$ cat config.mk
export PLATFORM = sky130hd
export DESIGN_NAME = icc_capture
export DESIGN_NICKNAME = d
export VERILOG_FILES = /design/src/common/icc_pkg.sv /design/src/verilog/icc_capture.sv /design/src/verilog/icc_edge_detect.sv
export SDC_FILE = /design/constraint.sdc
export NUM_CORES = 1
export LEC_CHECK = 0
export BUFFER_PORTS_ARGS = -buffer_cell sky130_fd_sc_hd__buf_2
export CORE_UTILIZATION = 58
export DETAILED_ROUTE_END_ITERATION = 6
export PLACE_DENSITY_LB_ADDON = 0.12
export RECOVER_POWER = 100
export SYNTH_ARGS = -nofsm -noshare
export SYNTH_HDL_FRONTEND = slang
export SYNTH_SLANG_ARGS = --single-unit
$ cat constraint.sdc
create_clock -name clk_sys_i -period 6.1 [get_ports clk_sys_i]
set_input_delay 0.61 -clock clk_sys_i [delete_from_list [all_inputs] [get_ports clk_sys_i]]
set_output_delay 0.61 -clock clk_sys_i [all_outputs]
set_load 0.03 [all_outputs]
$ cat src/common/icc_pkg.sv
// Package for the input capture channel: register map, fields, modes
package icc_pkg;
   // ------------------------------------------------------------
   // Register byte offsets
   // ------------------------------------------------------------
   localparam logic [7:0] ICC_CTRL_OFS = 8'h00;
   localparam logic [7:0] ICC_BUF_OFS = 8'h04;
   localparam logic [7:0] ICC_IRQ_OFS = 8'h08;
   localparam logic [7:0] ICC_PMD_OFS = 8'h0c;
   // ------------------------------------------------------------
   // Register field positions and constants
   // ------------------------------------------------------------
   localparam int ICC_SIDL_BIT = 13;
   localparam int ICC_TSEL_BIT = 7;
   localparam int ICC_CPI_LSB = 5;
   localparam int ICC_OV_BIT = 4;
   localparam int ICC_BNE_BIT = 3;
   localparam int ICC_MODE_LSB = 0;
   localparam int ICC_IRQ_FLAG_BIT = 1;
   localparam int ICC_IRQ_EN_BIT = 6;
   localparam logic [15:0] ICC_CTRL_WMASK = 16'h20e7;
   localparam logic [15:0] ICC_CTRL_RST = 16'h0000;
   localparam int ICC_DEPTH = 4;
   localparam int ICC_TW = 16;
   localparam logic [3:0] ICC_PRE4_LAST = 4'h3;
   localparam logic [3:0] ICC_PRE16_LAST = 4'hf;
   localparam logic [31:0] ICC_INVALID_RD = 32'hdead_beef;

   typedef enum logic [2:0] {
      ICC_OFF = 3'b000,
      ICC_EVERY_EDGE = 3'b001,
      ICC_FALL = 3'b010,
      ICC_RISE = 3'b011,
      ICC_RISE4 = 3'b100,
      ICC_RISE16 = 3'b101,
      ICC_UNUSED = 3'b110,
      ICC_WAKE = 3'b111
   } icc_mode_type;

   typedef struct packed {
      logic stop_in_idle;
      logic timer_select;
      logic [1:0] captures_per_interrupt;
      icc_mode_type capture_mode;
   } icc_ctrl_type;

   typedef struct packed {
      logic [ICC_TW-1:0] second_timer;
      logic [ICC_TW-1:0] third_timer;
   } icc_timers_type;
endpackage : icc_pkg

$ cat src/verilog/icc_capture.sv
// Input capture channel with APB register access
`timescale 1ns/1ps
module icc_capture (
   input wire logic clk_sys_i,
   input wire logic resetn_i,
   input wire logic psel_i,
   input wire logic penable_i,
   input wire logic pwrite_i,
   input wire logic [7:0] paddr_i,
   input wire logic [31:0] pwdata_i,
   output logic [31:0] prdata_o,
   output logic pready_o,
   output logic pslverr_o,
   input wire logic capture_pin_i,
   input wire icc_pkg::icc_timers_type timers_i,
   input wire logic cpu_idle_i,
   input wire logic cpu_sleep_i,
   output logic irq_o,
   output logic wake_o
);
   import icc_pkg::*;

   // ------------------------------------------------------------
   // Registers
   // ------------------------------------------------------------
   icc_ctrl_type ctrl_r;
   logic mod_disable_r;
   logic disabled_r;
   logic irq_flag_r;
   logic irq_en_r;
   logic overflow_r;
   logic [ICC_TW-1:0] fifo_mem [ICC_DEPTH];
   logic [1:0] wr_ptr_r;
   logic [1:0] rd_ptr_r;
   logic [2:0] count_r;
   logic [3:0] presc_r;
   logic [1:0] cpi_cnt_r;
   icc_mode_type last_mode_r;
   logic [31:0] prdata_r;
   logic rise;
   logic fall;
   logic run;
   logic edge_hit;
   logic capture;
   logic irq_evt;
   logic wr_acc;
   logic rd_acc;
   logic buf_pop;
   logic mode_changed;
   logic [ICC_TW-1:0] sel_time;

   icc_edge_detect u_edge (
      .clk_sys_i(clk_sys_i),
      .resetn_i(resetn_i),
      .pin_i(capture_pin_i),
      .rise_o(rise),
      .fall_o(fall)
   );

   function automatic logic is_addr(input logic [7:0] a, input logic [7:0] ofs);
      is_addr = (a == ofs);
   endfunction : is_addr

   // ------------------------------------------------------------
   // APB access, zero wait states
   // ------------------------------------------------------------
   assign pready_o = 1'b1;
   assign wr_acc = psel_i & penable_i & pwrite_i;
   assign rd_acc = psel_i & penable_i & ~pwrite_i;
   assign pslverr_o = psel_i & penable_i & ~(is_addr(paddr_i, ICC_CTRL_OFS) |
      is_addr(paddr_i, ICC_BUF_OFS) | is_addr(paddr_i, ICC_IRQ_OFS) |
      is_addr(paddr_i, ICC_PMD_OFS));
   assign buf_pop = rd_acc & is_addr(paddr_i, ICC_BUF_OFS) & ~disabled_r &
      (count_r != 3'd0);

   // Disable bit itself stays reachable so software can undo it
   always_ff @(posedge clk_sys_i) begin
      if (!resetn_i) begin
         mod_disable_r <= 1'b0;
      end else if (wr_acc && is_addr(paddr_i, ICC_PMD_OFS)) begin
         mod_disable_r <= pwdata_i[0];
      end
   end

   // One cycle delay on the disable going into force
   always_ff @(posedge clk_sys_i) begin
      if (!resetn_i) begin
         disabled_r <= 1'b0;
      end else begin
         disabled_r <= mod_disable_r;
      end
   end

   always_ff @(posedge clk_sys_i) begin
      if (!resetn_i) begin
         ctrl_r <= icc_ctrl_type'({ICC_CTRL_RST[13], ICC_CTRL_RST[7:5], ICC_CTRL_RST[2:0]});
         irq_en_r <= 1'b0;
      end else if (wr_acc && !disabled_r) begin
         if (is_addr(paddr_i, ICC_CTRL_OFS)) begin
            ctrl_r.stop_in_idle <= pwdata_i[ICC_SIDL_BIT];
            ctrl_r.timer_select <= pwdata_i[ICC_TSEL_BIT];
            ctrl_r.captures_per_interrupt <= pwdata_i[ICC_CPI_LSB +: 2];
            ctrl_r.capture_mode <= icc_mode_type'(pwdata_i[ICC_MODE_LSB +: 3]);
         end
         if (is_addr(paddr_i, ICC_IRQ_OFS)) begin
            irq_en_r <= pwdata_i[ICC_IRQ_EN_BIT];
         end
      end
   end

   // ------------------------------------------------------------
   // Capture event selection
   // ------------------------------------------------------------
   // Halt on idle; module-disable freezes all capture state (clock gone), except the pin synchroniser, which keeps sampling
   assign run = ~disabled_r & ~(ctrl_r.stop_in_idle & cpu_idle_i);
   assign mode_changed = (ctrl_r.capture_mode != last_mode_r);

   always_comb begin
      edge_hit = 1'b0;
      case (ctrl_r.capture_mode)
         ICC_OFF: edge_hit = 1'b0;
         ICC_EVERY_EDGE: edge_hit = rise | fall;
         ICC_FALL: edge_hit = fall;
         ICC_RISE: edge_hit = rise;
         ICC_RISE4: edge_hit = rise && (presc_r[1:0] == ICC_PRE4_LAST[1:0]);
         ICC_RISE16: edge_hit = rise && (presc_r == ICC_PRE16_LAST);
         ICC_UNUSED: edge_hit = 1'b0;
         ICC_WAKE: edge_hit = 1'b0;
         default: edge_hit = 1'b0;
      endcase
   end

   assign capture = run & edge_hit & ~mode_changed;

   always_ff @(posedge clk_sys_i) begin
      if (!resetn_i) begin
         presc_r <= 4'h0;
         last_mode_r <= ICC_OFF;
      end else if (!disabled_r) begin
         last_mode_r <= ctrl_r.capture_mode;
         if (mode_changed) begin
            presc_r <= 4'h0;
         end else if (run && rise) begin
            presc_r <= presc_r + 4'h1;
         end
      end
   end

   always_comb begin
      sel_time = ctrl_r.timer_select ? timers_i.second_timer : timers_i.third_timer;
   end

   // ------------------------------------------------------------
   // Capture FIFO
   // ------------------------------------------------------------
   always_ff @(posedge clk_sys_i) begin
      if (capture && count_r != ICC_DEPTH[2:0]) begin
         fifo_mem[wr_ptr_r] <= sel_time;
      end
   end

   always_ff @(posedge clk_sys_i) begin
      if (!resetn_i) begin
         wr_ptr_r <= 2'd0;
         rd_ptr_r <= 2'd0;
         count_r <= 3'd0;
      end else begin
         if (capture && count_r != ICC_DEPTH[2:0]) begin
            wr_ptr_r <= wr_ptr_r + 2'd1;
         end
         if (buf_pop) begin
            rd_ptr_r <= rd_ptr_r + 2'd1;
         end
         count_r <= count_r + 3'((capture && count_r != ICC_DEPTH[2:0]) ? 1 : 0)
            - 3'(buf_pop ? 1 : 0);
      end
   end

   // Overflow held until the buffer is drained empty; a new full-capture wins
   always_ff @(posedge clk_sys_i) begin
      if (!resetn_i) begin
         overflow_r <= 1'b0;
      end else if (capture && count_r == ICC_DEPTH[2:0]) begin
         overflow_r <= 1'b1;
      end else if (buf_pop && count_r == 3'd1) begin
         overflow_r <= 1'b0;
      end
   end

   // ------------------------------------------------------------
   // Interrupt generation
   // ------------------------------------------------------------
   always_ff @(posedge clk_sys_i) begin
      if (!resetn_i) begin
         cpi_cnt_r <= 2'd0;
      end else if (!disabled_r && mode_changed) begin
         cpi_cnt_r <= 2'd0;
      end else if (capture) begin
         cpi_cnt_r <= irq_evt ? 2'd0 : cpi_cnt_r + 2'd1;
      end
   end

   always_comb begin
      irq_evt = 1'b0;
      if (capture) begin
         if (ctrl_r.capture_mode == ICC_EVERY_EDGE) begin
            irq_evt = 1'b1;
         end else begin
            irq_evt = (cpi_cnt_r == ctrl_r.captures_per_interrupt);
         end
      end else if (!disabled_r && ctrl_r.capture_mode == ICC_WAKE) begin
         irq_evt = rise & (cpu_sleep_i | cpu_idle_i);
      end
   end

   // Set wins over a clear in the same cycle
   always_ff @(posedge clk_sys_i) begin
      if (!resetn_i) begin
         irq_flag_r <= 1'b0;
      end else if (irq_evt) begin
         irq_flag_r <= 1'b1;
      end else if (wr_acc && !disabled_r && is_addr(paddr_i, ICC_IRQ_OFS)
            && !pwdata_i[ICC_IRQ_FLAG_BIT]) begin
         irq_flag_r <= 1'b0;
      end
   end

   assign irq_o = irq_flag_r & irq_en_r;
   assign wake_o = irq_flag_r & irq_en_r & (cpu_idle_i | cpu_sleep_i);

   // ------------------------------------------------------------
   // Read data
   // ------------------------------------------------------------
   always_ff @(posedge clk_sys_i) begin
      if (!resetn_i) begin
         prdata_r <= 32'h0000_0000;
      end else if (psel_i && !penable_i && !pwrite_i) begin
         prdata_r <= 32'h0000_0000;
         if (is_addr(paddr_i, ICC_PMD_OFS)) begin
            prdata_r <= {31'h0000_0000, mod_disable_r};
         end else if (disabled_r) begin
            prdata_r <= ICC_INVALID_RD;
         end else if (is_addr(paddr_i, ICC_CTRL_OFS)) begin
            prdata_r[ICC_SIDL_BIT] <= ctrl_r.stop_in_idle;
            prdata_r[ICC_TSEL_BIT] <= ctrl_r.timer_select;
            prdata_r[ICC_CPI_LSB +: 2] <= ctrl_r.captures_per_interrupt;
            prdata_r[ICC_OV_BIT] <= overflow_r;
            prdata_r[ICC_BNE_BIT] <= (count_r != 3'd0);
            prdata_r[ICC_MODE_LSB +: 3] <= ctrl_r.capture_mode;
         end else if (is_addr(paddr_i, ICC_BUF_OFS)) begin
            prdata_r[ICC_TW-1:0] <= fifo_mem[rd_ptr_r];
         end else if (is_addr(paddr_i, ICC_IRQ_OFS)) begin
            prdata_r[ICC_IRQ_FLAG_BIT] <= irq_flag_r;
            prdata_r[ICC_IRQ_EN_BIT] <= irq_en_r;
         end
      end
   end

   assign prdata_o = prdata_r;
endmodule : icc_capture

$ cat src/verilog/icc_edge_detect.sv
// Pin synchroniser and edge detector for the capture input
`timescale 1ns/1ps
module icc_edge_detect (
   input wire logic clk_sys_i,
   input wire logic resetn_i,
   input wire logic pin_i,
   output logic rise_o,
   output logic fall_o
);
   logic sync1_r;
   logic sync2_r;
   logic last_r;

   // Second stage alone feeds the edge logic
   always_ff @(posedge clk_sys_i) begin
      if (!resetn_i) begin
         sync1_r <= 1'b0;
         sync2_r <= 1'b0;
         last_r <= 1'b0;
      end else begin
         sync1_r <= pin_i;
         sync2_r <= sync1_r;
         last_r <= sync2_r;
      end
   end

   assign rise_o = sync2_r & ~last_r;
   assign fall_o = ~sync2_r & last_r;
endmodule : icc_edge_detect

==> results of run 1 <==
## metrics by stage
step | hold slack [ps] | std cells
2_1_floorplan | 412 | 412
3_3_place_gp | 416 | 568
3_5_place_dp | 423 | 568
4_1_cts | 290 | 600
5_1_grt | 303 | 600
6_report | 307 | 600
## critical path: cells and delay by family (launching register included)
| family | cells | cell delay, ps |
|---|---|---|
| flip-flops | 1 | 500 |
| AO/OA/AOI/OAI | 3 | 1610 |
| AND/OR/NAND/NOR | 1 | 1020 |
## worst min-delay path by stage
stage                         startpoint                   endpoint  slack [ps]  cells after the start
2_1_floorplan  u_edge.sync1_r$_SDFF_PN0_  u_edge.sync2_r$_SDFF_PN0_         410                      1
3_3_place_gp   u_edge.sync1_r$_SDFF_PN0_  u_edge.sync2_r$_SDFF_PN0_         420                      1
3_5_place_dp   u_edge.sync1_r$_SDFF_PN0_  u_edge.sync2_r$_SDFF_PN0_         420                      1
4_1_cts                    capture_pin_i  u_edge.sync1_r$_SDFF_PN0_         290                      2
5_1_grt                    capture_pin_i  u_edge.sync1_r$_SDFF_PN0_         300                      2
6_report                   capture_pin_i  u_edge.sync1_r$_SDFF_PN0_         310                      2
## cells in the mapped netlist (2+ instances only)
cell      count  area share [%]
o21ai_0       6            0.59
or2_2         2            0.24
a21boi_0      5            0.73
mux4_2       16             7.0
xor2_1        4            0.68
nor3_4        2            0.64
xnor2_1       4            0.68
conb_1        2            0.15
mux2_2       16             3.5
mux2i_1      17             3.3
dfxtp_1      50              20
nor3b_1       2            0.29
ha_1          9             2.2
nor4b_1       2            0.34
nand2b_1      2            0.24
nor2_1       15             1.1
or4_1         2            0.29
nor3_1        7            0.68
nand3b_1      3            0.44
inv_1        15             1.1
nor2b_1      14             1.7
buf_4        16             2.3
a21oi_1      11             1.1
o211ai_1     10             1.5
o22ai_1       3            0.37
nand4_1       2            0.24
nand3_1      13             1.3
clkbuf_1     13            0.95
o31ai_1       2            0.29
and2_1       17             2.1
and3_1        3            0.37
nand2_1      40             2.9
edfxtp_1     64              38
buf_6         2            0.44
buf_2         3            0.29
## final cells by class
type                            instances  share of cell area, %
Clock buffer                           22                   8.37
Clock inverter                         10                   1.54
Inverter                               15                  0.934
Multi-Input combinational cell        249                   32.0
Sequential cell                       114                   48.5
Tap cell                              105                   2.18
Timing Repair Buffer                   85                   6.48
## registers in the layout, summed over array words and instances (netlist names), 2 cells and up, named ones only
| signal | count |
|---|---|
| rd_ptr_r | 2 |
| ctrl_r | 7 |
| count_r | 3 |
| wr_ptr_r | 2 |
| presc_r | 4 |
| last_mode_r | 3 |
| fifo_mem | 64 |
| prdata_o | 17 |
| cpi_cnt_r | 2 |
## routing by layer
layer | up-vias | part of all wire, % | track usage (%)
met3 | 7 | 5.6 | 6.40
met1 | 1603 | 46 | 29.6
li1 | 1602 | - | -
met2 | 113 | 47 | 36.8
met4 | 0 | 0.67 | 7.84
met5 | - | 0 | 0
## logic make-up after synthesis
group,after synthesis,synth area share [%]
other cells,2,0.147
flops,114,57.1
xor+xnor,9,1.69
simple gates,129,13.4
buf+inv,49,5.13
mux,49,13.9
fa+ha+maj,10,2.59
compound gates,46,6.13
## power breakdown
part	internal [mW]	leakage, nW	switching (mW)
clock network	0.622	0.294	0.341
registers	0.812	0.978	0.000760
logic	0.0216	0.897	0.0313
==> metrics, run 1 <==
vias per cell=between 5 and 6; total grt overflow=0; Multi-input gate area=0.00193 mm^2; register bit total from synthesis=~110; final worst setup slack=around 2600 ps; Reg2Reg Setup Slack=2580 ps; CTS max path bufs=2; first-pass GRT wire length=between 10,000 and 15,000 um; first drt pass iteration count=4; initial antenna violation count=0; Setup Buffers After CTS=0; storage element area=between 0.002 and 0.003 mm^2; slew margin rel.=-6.80%; fin crit period=around 3500 ps; unrepaired setup endpoints after global routing=no; Post-synth EDFFs=64; Synth Flop Type=edfxtp_1; Num CTS Buffers=17; Design Power=1.83 mW; CP Class=reg -> reg; wire per inst=approximately 16 um; core box area=between 0.008 and 0.009 mm^2; fin crit share=between 50% and 60%; antenna-violating nets left=0; worst endpoint data arrival time=3640 ps; Vias=3,325; CP max stage delay=1020 ps; layout net count=roughly 570; CP Launch Type=flip-flop; Cell Chain, Critical Path=a21oi_1, o21ai_0, a211oi_1, and2_0; status=finished, violations left; die height=roughly 96 um; Total GRT Usage=between 20% and 30%; failing checks=max-capacitance violations, max-slew violations; H-tree levels=4; worst skew pair latency=510 ps; commonest non-fill, non-tap cell in the layout=edfxtp_1; DIE AREA=0.00921 mm^2; Worst setup EP type=flip-flop; Fin. Hold Viols=0; Post-Route WL=a little under 10,000 um; crit-path max FO=16; CTS tree=yes; count of cell types in the netlist=49; Static Leak=2.17 nW; max-slew violation count=between 40 and 50; post-CTS sizing=0; post-synthesis sequential area ratio=a little under three fifths; starting density of the core=just over 60%; hold buffer count at cts=0; share of cells above drive strength 1=22.2%; Fmax=around 280 MHz; ant diodes=0; RePlAce Congestion=about 0.82; critical path's slowest cell=and2_0; MaxCap Viol Count=1; worst hold path class=in -> reg; clk_skew=13.7 ps; CP startpoint=disabled_r$_SDFF_PN0_; Syn-to-layout area delta=17.7%; # IOs=116; Worst EP required=6220 ps; Final Instance Area=about 0.006 mm^2; Place WS=2930 ps; # DRC=0; I/O Buffers=84; clock transition at the registers of the reported paths=about 60 ps; CTS Sinks=between 100 and 150; CP Capture Point=fifo_mem[2][13]$_DFFE_PP_; power density over the cells=between 300 and 400 mW/mm^2; DP HPWL=roughly 6500 um; Synth Warn #=0; asr flop ratio synth=0%; Mapped Cells=approximately 400; commonest non-fill, non-tap cells in the layout=64 x edfxtp_1, 54 x buf_2, 50 x dfxtp_1, 40 x nand2_1, 30 x clkbuf_1; clock root buffer=clkbuf_8; Die X=96.0 um; post-layout util=71.9%; R2R cell count=4; Worst Tran Pin Value=1600 ps; Setup-failing EPs final=0; reg2reg start=disabled_r$_SDFF_PN0_; Syn Area/Cell=roughly 13 um^2; Max VDD drop=247 uV; vias in the first global route=between 3,000 and 4,000; Cell Area, Synth=around 0.0051 mm^2; Initial DRC Count=about 150; Setup TNS=0 ps; reg2reg end=fifo_mem[2][13]$_DFFE_PP_; row cnt=33; pin count of the biggest net entering global routing=44; dpl cell area=between 0.005 and 0.006 mm^2; # fillers=slightly below 600
Power figures use the tool's default switching activity.
==> run 2: changes to the inputs <==
--- a/config.mk
+++ b/config.mk
@@ -6,7 +6,7 @@
 export NUM_CORES = 1
 export LEC_CHECK = 0
 export BUFFER_PORTS_ARGS = -buffer_cell sky130_fd_sc_hd__buf_2
-export CORE_UTILIZATION = 58
+export CORE_UTILIZATION = 49
 export DETAILED_ROUTE_END_ITERATION = 6
 export PLACE_DENSITY_LB_ADDON = 0.12
 export RECOVER_POWER = 100
==> constraint.sdc (replaced) <==
create_clock -name clk_sys_i -period 2.82 [get_ports clk_sys_i]
set_input_delay 0.282 -clock clk_sys_i [delete_from_list [all_inputs] [get_ports clk_sys_i]]
set_output_delay 0.282 -clock clk_sys_i [all_outputs]
set_load 0.03 [all_outputs]
==> run 2 against run 1 <==
The flow now finishes without violations. Die area grew 18%. Clock skew down 6.8 ps. Final cell count rose by 7.7%. Sequential cell count is the same. Register-to-register slack worse by 2400 ps. Power rose by 110%. Clock power grew 110%. Combinational power increased by 120%. Worst hold slack got worse by 270 ps. Fmax rose by 34%. Non-clock buffer count is 18 higher. First-iteration DRC count rose by 22%. Critical endpoint is now count_r[2]$_SDFF_PN0_.
==> metrics, run 2 (same netlist as run 1, synthesis figures left out) <==
status=complete, no violations; vias per cell=5.23 (-5.6%); Cell Chain, Critical Path=inv_1, ha_1, nor2b_1, nor3_2, o21ai_2, a211oi_2, inv_1, ha_1, inv_1, ha_1, fa_1, xnor2_1, and2_1; max-slew violation count=0 (-100%); core box area=0.00995 mm^2 (+19%); Static Leak=2.23 nW (+2.7%); total grt overflow=0 (unchanged); antenna-violating nets left=0 (unchanged); CTS tree=yes; I/O Buffers=84 (unchanged); share of cells above drive strength 1=24.2% (+1.9 points); DP HPWL=7020 um (+8.5%); Initial DRC Count=182 (+22%); CTS max path bufs=2 (unchanged); unrepaired setup endpoints after global routing=no; crit path buf inv count=3 (+3); worst endpoint data arrival time=3020 ps (-620 ps); Worst setup EP type=flip-flop; Top delay family on crit path=adder cells; first drt pass iteration count=7 (+3); worst skew pair latency=500 ps (about the same); CP startpoint=u_edge.last_r$_SDFF_PN0_; Setup-failing EPs final=0 (unchanged); RePlAce Congestion=0.796 (-2.4%); Num CTS Buffers=17 (unchanged); Worst EP required=3220 ps (-3000 ps); CP Class=reg -> reg; initial antenna violation count=0 (unchanged); final worst setup slack=195 ps (-2380 ps); starting density of the core=51.5% (-9.7 points); vias in the first global route=3,283 (+6.9%); CP max stage delay=380 ps (-640 ps); row cnt=36 (+9.1%); Fin. Hold Viols=0 (unchanged); Post-Route WL=10,300 um (+7.3%); clk_skew=6.97 ps (-6.77 ps); commonest non-fill, non-tap cells in the layout=64 x edfxtp_1, 55 x buf_2, 50 x dfxtp_1, 40 x nand2_1, 35 x clkbuf_1; worst hold path class=in -> reg; # DRC=0 (unchanged); Total GRT Usage=20.3% (-2.5 points); DIE AREA=0.0109 mm^2 (+18%); Largest register FFs=64 (unchanged); wire per inst=16.0 um (-0.33%); reg2reg start=u_edge.last_r$_SDFF_PN0_; power density over the cells=637 mW/mm^2 (+110%); CP Launch Type=flip-flop; H-tree levels=4 (unchanged); die height=104 um (+8.6%); Setup TNS=0 ps (unchanged); Max VDD drop=415 uV (+68%); Fmax=381 MHz (+34%); Worst Tran Pin Value=1370 ps (-230 ps); clock transition at the registers of the reported paths=60 ps (about the same); Vias=3,380 (+1.7%); Syn-to-layout area delta=20.2%; commonest non-fill, non-tap cell in the layout=edfxtp_1; Setup Buffers After CTS=0 (unchanged); ant diodes=0 (unchanged); Design Power=3.92 mW (+110%); first-pass GRT wire length=16,500 um (+10%); Place WS=167 ps (-2760 ps); fin crit share=93.1% (+35 points); clock root buffer=clkbuf_8; Die X=104 um (+8.6%); crit-path max FO=2 (-14); pin count of the biggest net entering global routing=36 (-18%); fin crit period=2630 ps (-898 ps); MaxCap Viol Count=0 (-1); # fillers=828 (+40%); CTS Sinks=114 (unchanged); slew margin rel.=7.82% (+15 points); Reg with most FFs=fifo_mem; Hold Crit Start=pwdata_i[2]; layout net count=590 (+3.1%); # IOs=116 (unchanged); critical path's slowest cell=fa_1
==> run 2: path summary, 6_finish.rpt <==
| path | end | slack [ps] | cells after the start |
|---|---|---|---|
| min reg2reg | u_edge.sync2_r$_SDFF_PN0_ | 440 | 1 |
| max reg2reg | count_r[2]$_SDFF_PN0_ | 190 | 13 |
| min | ctrl_r[2]$_SDFFE_PN0P_ | 40 | 3 |
| max | count_r[2]$_SDFF_PN0_ | 190 | 13 |
==> run 2: timing repair <==
| action | in CTS | in global routing |
|---|---|---|
| endpoints found under the hold margin | 1 | 0 |
| gates resized for setup | 0 | 1 |
| endpoints found under the setup margin | 0 | 1 |
| hold buffers | 1 | 0 |
==> run 2: tightest hold or removal path, delay by kind of cell <==
kind          cells  cell delay, ps
simple gates      1             100
mux               1              50
buf+inv           1              80
==> run 2: cell type report <==
cell class / count / area [um^2] / area share [%]
Clock buffer: 17 / 414 / 6.73
Sequential cell: 114 / 2920 / 47.5
Timing Repair Buffer: 103 / 497 / 8.07
Tap cell: 133 / 166 / 2.70
Clock inverter: 15 / 159 / 2.58
Inverter: 15 / 56.3 / 0.915
Multi-Input combinational cell: 249 / 1940 / 31.5
==> run 2: power by group <==
group	total, mW	switching, mW	internal (mW)
logic	0.118	0.0690	0.0488
registers	1.76	0.00171	1.76
clock network	2.05	0.838	1.21
total	3.92	0.909	3.01
==> run 2: layer usage <==
layer	vias to the layer above	GRT usage (%)	wire length, um
met5	-	0	0
met3	6	4.57	431
met1	1625	26.4	4800
met4	0	7.76	81
li1	1646	-	-
met2	103	33.1	5020
==> run 2: through the flow <==
| step | utilization [%] | instance area [um^2] | hold slack [ps] | std cells |
|---|---|---|---|---|
| finish | 61.8 | 6150 | 39.1 | 646 |
| global route | 61.8 | 6150 | 28.2 | 646 |
| CTS | 62.6 | 6240 | 18.7 | 646 |
| detailed placement | 56.8 | 5650 | 433 | 613 |
| global placement | 56.8 | 5650 | 420 | 613 |
| floorplan | - | 5140 | 409 | 412 |
==> run 3: changes to the inputs <==
--- a/config.mk
+++ b/config.mk
@@ -6,7 +6,7 @@
 export NUM_CORES = 1
 export LEC_CHECK = 0
 export BUFFER_PORTS_ARGS = -buffer_cell sky130_fd_sc_hd__buf_2
-export CORE_UTILIZATION = 49
+export CORE_UTILIZATION = 36
 export DETAILED_ROUTE_END_ITERATION = 6
 export PLACE_DENSITY_LB_ADDON = 0.12
 export RECOVER_POWER = 100
==> run 3 against run 2 <==
The run now ends with max-capacitance violations, max-slew violations left. Clock skew increased by 1.2 ps. Setup slack improved by 67 ps. Final cell count increased by 7.3%. Clock power decreased by 2%. Cell area increased by 0.63%. Critical path depth unchanged. Fmax increased by 2.6%. Wire length increased by 5.2%.
==> metrics, run 3 (same netlist as run 1, synthesis figures left out) <==
status=finished, violations left; failing checks=max-capacitance violations, max-slew violations; CTS Sinks=114 (unchanged); commonest non-fill, non-tap cell in the layout=edfxtp_1; Setup TNS=0 ps (unchanged); worst endpoint data arrival time=2850 ps (-170 ps); DIE AREA=0.0147 mm^2 (+35%); pin count of the biggest net entering global routing=39 (+8.3%); worst skew pair latency=410 ps (-90 ps); Hold Crit Start=capture_pin_i; CTS max path bufs=2 (unchanged); Vias=3,349 (-0.92%); Layout Cells excl Fill=693 (+7.3%); Fin. Hold Viols=0 (unchanged); Reg2Reg Setup Slack=260 ps (+70 ps); layout net count=590 (unchanged); CTS tree=yes; starting density of the core=36.9% (-15 points); Largest register FFs=64 (unchanged); RePlAce Congestion=0.772 (-2.9%); unrepaired setup endpoints after global routing=no; fin crit period=2560 ps (-66.6 ps); clock transition at the registers of the reported paths=50 ps (about the same); MaxCap Viol Count=1 (+1); Die X=121 um (+16%); ant diodes=0 (unchanged); Reg with most FFs=fifo_mem; Static Leak=2.22 nW (-0.63%); CP startpoint=u_edge.last_r$_SDFF_PN0_; reg2reg start=u_edge.last_r$_SDFF_PN0_; fin crit share=90.7% (-2.4 points); # DRC=0 (unchanged); storage element area=0.00292 mm^2 (about the same); Setup Buffers After CTS=0 (unchanged); # IOs=116 (unchanged); vias per cell=4.83 (-7.6%); Initial DRC Count=215 (+18%); worst hold slack=86.7 ps (+47.6 ps); Multi-input gate area=0.00194 mm^2 (unchanged); crit-path max FO=2 (unchanged); wire per inst=15.7 um (-1.9%); first drt pass iteration count=4 (-3); antenna-violating nets left=0 (unchanged); die height=121 um (+16%); Fmax=391 MHz (+2.6%); placed cell count=661 (+7.8%); Worst Tran Pin Value=1510 ps (+141 ps); initial antenna violation count=0 (unchanged); H-tree levels=4 (unchanged); Worst EP required=3120 ps (-100 ps); vias in the first global route=3,278 (-0.15%); total grt overflow=0 (unchanged); clk_skew=8.12 ps (+1.15 ps); # fillers=1,341 (+62%); Num CTS Buffers=17 (unchanged); row cnt=43 (+19%); Final Instance Area=0.00619 mm^2 (+0.63%); slew margin rel.=-0.890% (-8.7 points); share of cells above drive strength 1=24.0% (-0.19 points); Setup-failing EPs final=0 (unchanged); Total GRT Usage=16.3% (-4.0 points); CP Class=reg -> reg; Syn-to-layout area delta=20.9%; power density over the cells=628 mW/mm^2 (-1.4%); worst hold path class=in -> reg; core box area=0.0139 mm^2 (+39%); Max VDD drop=369 uV (-11%); commonest non-fill, non-tap cells in the layout=64 x edfxtp_1, 54 x buf_2, 49 x dfxtp_1, 40 x nand2_1, 37 x clkbuf_1; clock root buffer=clkbuf_16; CP Launch Type=flip-flop; first-pass GRT wire length=17,300 um (+4.8%); Post-Route WL=10,900 um (+5.2%); Worst setup EP type=flip-flop; I/O Buffers=84 (unchanged); DP HPWL=7440 um (+5.9%); max-slew violation count=39 (+39); post-layout util=44.6% (-17 points); dpl cell area=0.00572 mm^2 (+1.2%)
## run 3: cell types whose count changed in the layout (fill, tap and decap cells not counted), moves of 2 or more
| cell | change |
|---|---|
| inv_8 | -3 |
| clkinv_2 | +3 |
| inv_6 | -3 |
| clkbuf_1 | +2 |
## run 3: critical path: stages, from the launching register on
cell	delay, ps
dfxtp_1	330
inv_1	40
ha_1	270
nor2b_1	130
nor3_2	180
o21ai_2	90
a211oi_2	180
inv_1	60
ha_1	270
inv_1	40
ha_1	180
fa_1	380
xnor2_1	130
and2_1	150
## run 3: power breakdown
| group | total [mW] | leakage [nW] | internal, mW | switching, mW |
|---|---|---|---|---|
| Clock | 2.01 | 0.272 | 1.22 | 0.798 |
| Combinational | 0.118 | 0.965 | 0.0484 | 0.0695 |
| Sequential | 1.76 | 0.979 | 1.76 | 0.00172 |
## run 3: timing repair
| item | in CTS | in global routing |
|---|---|---|
| resized for setup | 0 | 2 |
| endpoints found under the hold margin | 0 | 0 |
| setup endpoints to repair | 0 | 2 |
| hold buffers | 0 | 0 |
## run 3: area by class of cell
type | instances | area share (%)
inverter | 15 | 0.909
multi-input combinational | 249 | 31.3
sequential | 114 | 47.2
tap | 180 | 3.64
clock inverter | 15 | 2.16
clock buffer | 17 | 6.87
timing repair buffer | 103 | 7.90
## run 3: path summary, 6_finish.rpt
| path | depth (start not counted) | end |
|---|---|---|
| min reg2reg | 1 | u_edge.sync2_r$_SDFF_PN0_ |
| min | 2 | u_edge.sync1_r$_SDFF_PN0_ |
| max | 13 | count_r[2]$_SDFF_PN0_ |
| max reg2reg | 13 | count_r[2]$_SDFF_PN0_ |
## run 3: metrics by stage
step / setup slack, ps / power [mW]
CTS: 129 / 3.93
global placement: 171 / 1.91
global route: 47.5 / 4.01
finish: 261 / 3.89
detailed placement: 155 / 1.92
floorplan: 91.5 / 1.86
## run 3: metal layers
metal	wire [um]	GRT usage [%]	share of wire [%]
met5	0	0	0
met2	5030	25.7	46
met3	494	3.85	4.5
met4	149	7.64	1.4
met1	5200	20.9	48
